===== config.mk =====
export PLATFORM = sky130hd
export DESIGN_NAME = pcfi_channel
export DESIGN_NICKNAME = d
export VERILOG_FILES = /design/src/pkg/pcfi_pkg.sv /design/src/hw/pcfi_channel.sv
export SDC_FILE = /design/constraint.sdc
export NUM_CORES = 1
export LEC_CHECK = 0
export ABC_AREA = 1
export ABC_CLOCK_PERIOD_IN_PS = 3200
export BUFFER_PORTS_ARGS = -buffer_cell sky130_fd_sc_hd__buf_2
export CORE_MARGIN = 2
export CORE_UTILIZATION = 30
export DETAILED_ROUTE_END_ITERATION = 8
export PLACE_DENSITY = 0.54
export REMOVE_ABC_BUFFERS = 1
export SYNTH_ARGS = -nofsm -noshare
export SYNTH_HDL_FRONTEND = slang
export SYNTH_SLANG_ARGS = --single-unit

===== constraint.sdc =====
create_clock -name clk -period 3.2 [get_ports clk]
set_input_delay 0.64 -clock clk [delete_from_list [all_inputs] [get_ports clk]]
set_output_delay 0.64 -clock clk [all_outputs]
set_load 0.03 [all_outputs]

===== src/pkg/pcfi_pkg.sv =====
package pcfi_pkg;
    // Configuration identifiers and the common parameter header byte.
    localparam logic [7:0] CFG_ID_COUNTER = 8'h51;
    localparam logic [7:0] CFG_ID_COMBINED = 8'h52;
    localparam logic [7:0] PRM_HEADER = 8'h13;
    // Field positions inside the two parameter bytes.
    localparam int LINE_FAULT_BIT = 0;
    localparam int DIR_EN_BIT = 1;
    localparam int FTYPE_LSB = 6;
    localparam int SEL_LSB = 0;
    // Function type codes.
    localparam logic [1:0] FTYPE_COUNTER = 2'h1;
    localparam logic [1:0] FTYPE_COMBINED = 2'h3;
    // Reset values: line fault off, direction off, quotient 1, range 50 Hz.
    localparam logic [7:0] DATA1_RESET = 8'h00;
    localparam logic [7:0] DATA2_RESET = 8'h00;
    localparam logic [1:0] FTYPE_RESET = 2'h1;
    // Highest legal codes of the second byte.
    localparam logic [3:0] QUOT_MAX = 4'h4;
    localparam logic [3:0] RANGE_MAX = 4'h5;
    // Frequency gate time and its cycle count at 250 MHz.
    localparam int CLK_MHZ = 250;
    localparam int GATE_MS = 1000;
    localparam int GATE_CYCLES = GATE_MS * 1000 * CLK_MHZ;
    // Telegram byte sequencer states.
    typedef enum logic [1:0] {
        PCFI_IDLE = 2'b00,
        PCFI_HDR = 2'b01,
        PCFI_D1 = 2'b10,
        PCFI_D2 = 2'b11
    } pcfi_state_t;
endpackage


===== src/hw/pcfi_channel.sv =====
module pcfi_channel #(
    parameter int GATE_CYCLES = pcfi_pkg::GATE_CYCLES,
    parameter int FREQ_W = 16
) (
    input wire logic clk,
    input wire logic rst_n,
    input wire logic cfg_valid,
    input wire logic [7:0] cfg_byte,
    input wire logic pulse_in,
    input wire logic dir_in,
    input wire logic wire_break_in,
    input wire logic wire_short_in,
    output logic [31:0] count_out,
    output logic [FREQ_W-1:0] freq_out,
    output logic combined_mode,
    output logic line_fault,
    output logic dir_status,
    output logic prm_error,
    output logic prm_done
);
    logic [7:0] id_reg, d1_reg, data1_reg, data2_reg;
    logic [1:0] ftype_reg;
    pcfi_pkg::pcfi_state_t state_reg;
    logic [2:0] pulse_sync_reg;
    logic [1:0] dir_sync_reg, brk_sync_reg, sht_sync_reg;
    logic [13:0] presc_reg, presc_div;
    logic [31:0] gate_reg;
    logic [FREQ_W-1:0] edges_reg;
    logic pulse_edge;
    logic type_ok;
    logic cfg_load;
    logic count_step;

    // The function type in byte one must match the identifier that opened the
    // telegram; a mismatch is a parameter error and the old settings stay.
    assign type_ok = (id_reg == pcfi_pkg::CFG_ID_COUNTER &&
                      d1_reg[pcfi_pkg::FTYPE_LSB +: 2] == pcfi_pkg::FTYPE_COUNTER) ||
                     (id_reg == pcfi_pkg::CFG_ID_COMBINED &&
                      d1_reg[pcfi_pkg::FTYPE_LSB +: 2] == pcfi_pkg::FTYPE_COMBINED);

    // New settings land on the edge that takes byte two of a good telegram.
    assign cfg_load = cfg_valid && (state_reg == pcfi_pkg::PCFI_D2) && type_ok;

    // Telegram parser: identifier, header, byte one, byte two.
    always_ff @(posedge clk or negedge rst_n) begin
        if (!rst_n) begin
            state_reg <= pcfi_pkg::PCFI_IDLE;
            id_reg <= 8'h00;
            d1_reg <= 8'h00;
            data1_reg <= pcfi_pkg::DATA1_RESET;
            data2_reg <= pcfi_pkg::DATA2_RESET;
            ftype_reg <= pcfi_pkg::FTYPE_RESET;
            prm_error <= 1'b0;
            prm_done <= 1'b0;
        end else begin
            prm_done <= 1'b0;
            if (cfg_valid) begin
                case (state_reg)
                    pcfi_pkg::PCFI_IDLE: begin
                        // A byte other than a known identifier is simply skipped.
                        if (cfg_byte == pcfi_pkg::CFG_ID_COUNTER ||
                            cfg_byte == pcfi_pkg::CFG_ID_COMBINED) begin
                            id_reg <= cfg_byte;
                            state_reg <= pcfi_pkg::PCFI_HDR;
                        end
                    end
                    pcfi_pkg::PCFI_HDR: begin
                        if (cfg_byte == pcfi_pkg::PRM_HEADER) begin
                            state_reg <= pcfi_pkg::PCFI_D1;
                        end else begin
                            prm_error <= 1'b1;
                            prm_done <= 1'b1;
                            state_reg <= pcfi_pkg::PCFI_IDLE;
                        end
                    end
                    pcfi_pkg::PCFI_D1: begin
                        d1_reg <= cfg_byte;
                        state_reg <= pcfi_pkg::PCFI_D2;
                    end
                    pcfi_pkg::PCFI_D2: begin
                        state_reg <= pcfi_pkg::PCFI_IDLE;
                        prm_done <= 1'b1;
                        // Type must match identifier; on error old settings stay.
                        if (type_ok) begin
                            ftype_reg <= d1_reg[pcfi_pkg::FTYPE_LSB +: 2];
                            // Bits 5:2 are reserved for these types, so no damping ramp
                            // can be chosen and values pass undamped.
                            data1_reg <= {6'h00, d1_reg[1:0]};
                            data2_reg <= {4'h0, cfg_byte[3:0]};
                            prm_error <= 1'b0;
                        end else begin
                            prm_error <= 1'b1;
                        end
                    end
                    default: state_reg <= pcfi_pkg::PCFI_IDLE;
                endcase
            end
        end
    end

    // Field pins are asynchronous, so each passes two flops first.
    always_ff @(posedge clk or negedge rst_n) begin
        if (!rst_n) begin
            pulse_sync_reg <= 3'h0;
            dir_sync_reg <= 2'h0;
            brk_sync_reg <= 2'h0;
            sht_sync_reg <= 2'h0;
        end else begin
            pulse_sync_reg <= {pulse_sync_reg[1:0], pulse_in};
            dir_sync_reg <= {dir_sync_reg[0], dir_in};
            brk_sync_reg <= {brk_sync_reg[0], wire_break_in};
            sht_sync_reg <= {sht_sync_reg[0], wire_short_in};
        end
    end

    assign pulse_edge = pulse_sync_reg[1] & ~pulse_sync_reg[2];

    // Quotient decode; codes above four fall back to counting every pulse.
    always_comb begin
        case (data2_reg[3:0])
            4'h1: presc_div = 14'd10;
            4'h2: presc_div = 14'd100;
            4'h3: presc_div = 14'd1000;
            4'h4: presc_div = 14'd10000;
            default: presc_div = 14'd1;
        endcase
    end

    // A pulse is counted when the prescaler reaches the divisor. The combined
    // mode always counts every pulse, because its second byte carries the range
    // instead of a quotient.
    assign count_step = pulse_edge &&
                        (ftype_reg == pcfi_pkg::FTYPE_COMBINED ||
                         presc_reg + 14'd1 >= presc_div);

    // Prescaler. It restarts at zero when new settings land, so a smaller
    // quotient never inherits a partial count that already lies past its
    // divisor; a pulse in that very cycle steps the main count by the old divisor and the old function type.
    always_ff @(posedge clk or negedge rst_n) begin
        if (!rst_n) begin
            presc_reg <= 14'h0000;
        end else if (cfg_load) begin
            presc_reg <= 14'h0000;
        end else if (pulse_edge) begin
            if (count_step) begin
                presc_reg <= 14'h0000;
            end else begin
                presc_reg <= presc_reg + 14'd1;
            end
        end
    end

    // Main counter: one step for each counted pulse.
    always_ff @(posedge clk or negedge rst_n) begin
        if (!rst_n) begin
            count_out <= 32'h0000_0000;
        end else if (count_step) begin
            // Direction high subtracts only when detection is on.
            if (data1_reg[pcfi_pkg::DIR_EN_BIT] && dir_sync_reg[1]) begin
                count_out <= count_out - 32'h0000_0001;
            end else begin
                count_out <= count_out + 32'h0000_0001;
            end
        end
    end

    // Status outputs: direction status, line fault flag and combined mode flag.
    always_ff @(posedge clk or negedge rst_n) begin
        if (!rst_n) begin
            dir_status <= 1'b0;
            line_fault <= 1'b0;
            combined_mode <= 1'b0;
        end else begin
            dir_status <= data1_reg[pcfi_pkg::DIR_EN_BIT] & dir_sync_reg[1];
            line_fault <= data1_reg[pcfi_pkg::LINE_FAULT_BIT] &
                          (brk_sync_reg[1] | sht_sync_reg[1]);
            combined_mode <= (ftype_reg == pcfi_pkg::FTYPE_COMBINED);
        end
    end

    // Frequency meter: edges in a one-second gate give Hz directly. A gate this
    // long suits the low ranges; freq is clipped to the selected full-scale.
    always_ff @(posedge clk or negedge rst_n) begin
        if (!rst_n) begin
            gate_reg <= 32'h0000_0000;
            edges_reg <= '0;
            freq_out <= '0;
        end else if (ftype_reg != pcfi_pkg::FTYPE_COMBINED) begin
            gate_reg <= 32'h0000_0000;
            edges_reg <= '0;
            freq_out <= '0;
        end else if (gate_reg >= 32'(GATE_CYCLES - 1)) begin
            gate_reg <= 32'h0000_0000;
            // An edge in the closing cycle opens the next gate, so none is lost.
            edges_reg <= pulse_edge ? FREQ_W'(1) : '0;
            freq_out <= (edges_reg > fscale(data2_reg[3:0])) ?
                        fscale(data2_reg[3:0]) : edges_reg;
        end else begin
            gate_reg <= gate_reg + 32'h0000_0001;
            if (pulse_edge && edges_reg != '1) begin
                edges_reg <= edges_reg + FREQ_W'(1);
            end
        end
    end

    // Full-scale in Hz for each range code; unknown codes use 50 Hz.
    function automatic logic [FREQ_W-1:0] fscale(input logic [3:0] code);
        case (code)
            4'h1: fscale = FREQ_W'(20);
            4'h2: fscale = FREQ_W'(10);
            4'h3: fscale = FREQ_W'(5);
            4'h4: fscale = FREQ_W'(2);
            4'h5: fscale = FREQ_W'(1);
            default: fscale = FREQ_W'(50);
        endcase
    endfunction
endmodule


==> reports/metrics.csv <==
metric;value;unit
run status;finished clean;
Top delay family on crit path;simple AND/OR/NAND/NOR gates;
Post-Syn Area per Cell;6.79;um^2
Die H;184;um
vias in the first global route;8632;
Tcrit/Tclk final;90.1;%
crit path capture type;register;
Reg power frac;40.2;%
initial core utilization;30.7;%
largest family of logic cells by synthesized area;simple AND/OR/NAND/NOR gates;
All-Layer GR Usage;15.7;%
CTS Sinks;146;
Setup crit start kind;register;
CP peak stage delay;0.40;ns
P_leak;6.13;nW
compound-cell area share of the yosys netlist;4.12;%
remaining global-route overflow;0;
Routed WL per cell;13.0;um
fmax;347;MHz
final instance area;11100;um^2
met2 usage;26.7;%
largest net degree at the start of global routing;59;
Comb pwr share;22.4;%
GRT Max-Usage Layer;met2;
asr flop ratio synth;100;%
Critical Path AT;3.19;ns
iteration-0 DRC count of the detailed router;447;
antenna cell count;0;
Place WS;0.218;ns
area leader, netlist;dfrtp_1;
Post-synth EDFFs;0;
Int Pwr;0.00348;W
Unique masters post-synth;42;
final slew viol count;0;
maxcap violations;0;
RSZ-0062 raised after global routing;no;
CP most frequent cell;nand2_1;
CTS tree;yes;
Min Hold Slack;0.188;ns
clock skew;0.0130;ns
Area growth, synth to finish;14.6;%
vias post-DR;8850;
GRT met3 Usage;2.56;%
xor and xnor fraction of the mapped netlist area;4.14;%
clk_lat worst skew;0.43;ns
Seq/Total Area, Yosys;37.6;%
CTS max path bufs;2;
Multi-input gate area;5100;um^2
mux cell area share after synthesis;0.116;%
clock power share;37.4;%
Post-synth top flop;dfrtp_1;
CTS clk-pin slew, worst paths;0.07;ns
power density cells;471;nW/um^2
first-pass GRT wire length;42400;um
Die X;184;um
synthesized area;9720;um^2
Synth area leaders;dfrtp_1, nand2_1, inv_1;
# IOs;68;
Worst EP required;3.51;ns
CP Cell Sequence;inv_1 -> nor2_2 -> inv_1 -> nor2_1 -> xor2_1 -> ha_1 -> nand2_1 -> inv_1 -> a21oi_1 -> nand2_1 -> nand2_1 -> nand2_1 -> nand2_1 -> nand2_1 -> nand2_4 -> nand2_8 -> buf_4 -> nand3_1 -> nand2_1;
most frequent cells in the layout;nand2_1, inv_1, nor2_1, dfrtp_1, nand3_1;
Vias/cell;4.59;
WL final;25100;um
final worst setup slack;0.318;ns
final number of hold-violating endpoints;0;
Cells after Synth;1432;
worst path bufs/invs;4;
commonest non-fill, non-tap cell in the layout;nand2_1;
final setup fails;0;
Max-slew headroom;41.9;%
CTS Root Cell;clkbuf_16;
area fraction of the dominant cell type after synthesis;37.3;%
Critical-path top delay cell;dfrtp_1;
grt met1 use;20.3;%
P_sw;0.00177;W
switch share;33.7;%
antenna violations before repair;0;
Pre-antenna DRT Iters;5;
full die area;33900;um^2
Antenna Violating Nets Remaining;0;
row cnt;65;
Final min period;2.88;ns
final setup TNS;0;ns
dpl cells;1893;
Synth Area in Simple Gates;36.9;%
core area;31700;um^2
FF/Latch Area;3650;um^2
critical path type;register to register;
CTS H-tree lvls;4;
yosys synthesis warning count;0;
Worst Tran Pin Value;0.868;ns
drt drc;0;
dpl hpwl;19200;um
Post-Synth Adder-Cell Area;6.77;%
CTS Buf Count;17;
final net count;1580;
Worst IR Drop VDD;0.000340;V
Synth Register Bits;146;
share of layout cells above drive strength 1;8.19;%
gpl congestion;0.931;
# fillers;3442;
PortBufs;67;
post-route insts no fill;1928;
CP Max Fanout;21;
Cell Area, Placed;10600;um^2
# hold bufs at CTS;0;
Hold WC Path Type;input port to asynchronous set/reset pin;
[cell families after synthesis]
| kind of cell | count (synthesis) |
|---|---|
| and+or+nand+nor | 859 |
| buffers and inverters | 252 |
| DFF | 146 |
| AOI/OAI and AO/OA | 75 |
| adders and majority gates | 52 |
| xor gates and xnor gates | 46 |
| other | 1 |
| muxes | 1 |
[path summary, 6_finish.rpt]
check                                           from                     endpoint  slack, ns  cells after the start
max                         presc_reg[0]$_DFFE_PN0P_    count_out[19]$_DFFE_PN0P_       0.32                     19
min                                            rst_n         dir_status$_DFF_PN0_       0.19                      1
max reg2reg                 presc_reg[0]$_DFFE_PN0P_    count_out[19]$_DFFE_PN0P_       0.32                     19
min reg2reg                dir_sync_reg[0]$_DFF_PN0_    dir_sync_reg[1]$_DFF_PN0_       0.35                      0
max in group asynchronous                      rst_n        prm_error$_DFFE_PN0P_       2.26                      2
min in group clk                            pulse_in  pulse_sync_reg[0]$_DFF_PN0_       0.32                      1
[layer usage]
layer  part of all wire, %  wire length [um]
met1                    48             12000
met2                    47             11800
met3                   3.4               854
met4                   1.8               449
met5                     0                 0
[power groups by stage]
stage | registers [W] | clock network [W] | logic (W)
5_1_grt | 0.00213 | 0.00210 | 0.00133
6_report | 0.00211 | 0.00196 | 0.00118
3_3_place_gp | 0.00214 | 0 | 0.00114
2_1_floorplan | 0.00226 | 0 | 0.000642
3_5_place_dp | 0.00215 | 0 | 0.00115
4_1_cts | 0.00211 | 0.00203 | 0.00115
[cell type report]
class,count,share of cell area [%]
multi-input combinational,1037,45.8
sequential,146,32.8
inverter,230,7.75
tap,402,4.51
clock buffer,21,4.13
timing repair buffer,81,4.12
clock inverter,11,0.932
[cell usage after synthesis, drive strengths merged, types with 4 or more instances]
cell and instances:
inv 229, xnor2 10, xor2 36, nor3 35, and2 4, dfrtp 145
nand3 99, nor3b 5, o21ai 33, a31oi 4, ha 51, nand4 37
buf 19, nor2 158, a21oi 31, nand2 510, nand3b 4
[what timing repair did]
action,4_1_cts,5_1_grt
buffers inserted,0,3
setup endpoints to repair,0,32
resized for setup,0,1
endpoints found under the hold margin,0,0
[stage by stage]
stage                     utilization [%]  total power, W
final                                35.1         0.00525
after global routing                 35.1         0.00557
after CTS                            35.0         0.00529
after detailed placement             33.3         0.00330
after global placement               33.3         0.00328
after floorplan                         -         0.00290
No activity file was read; power rests on OpenSTA's default activity.
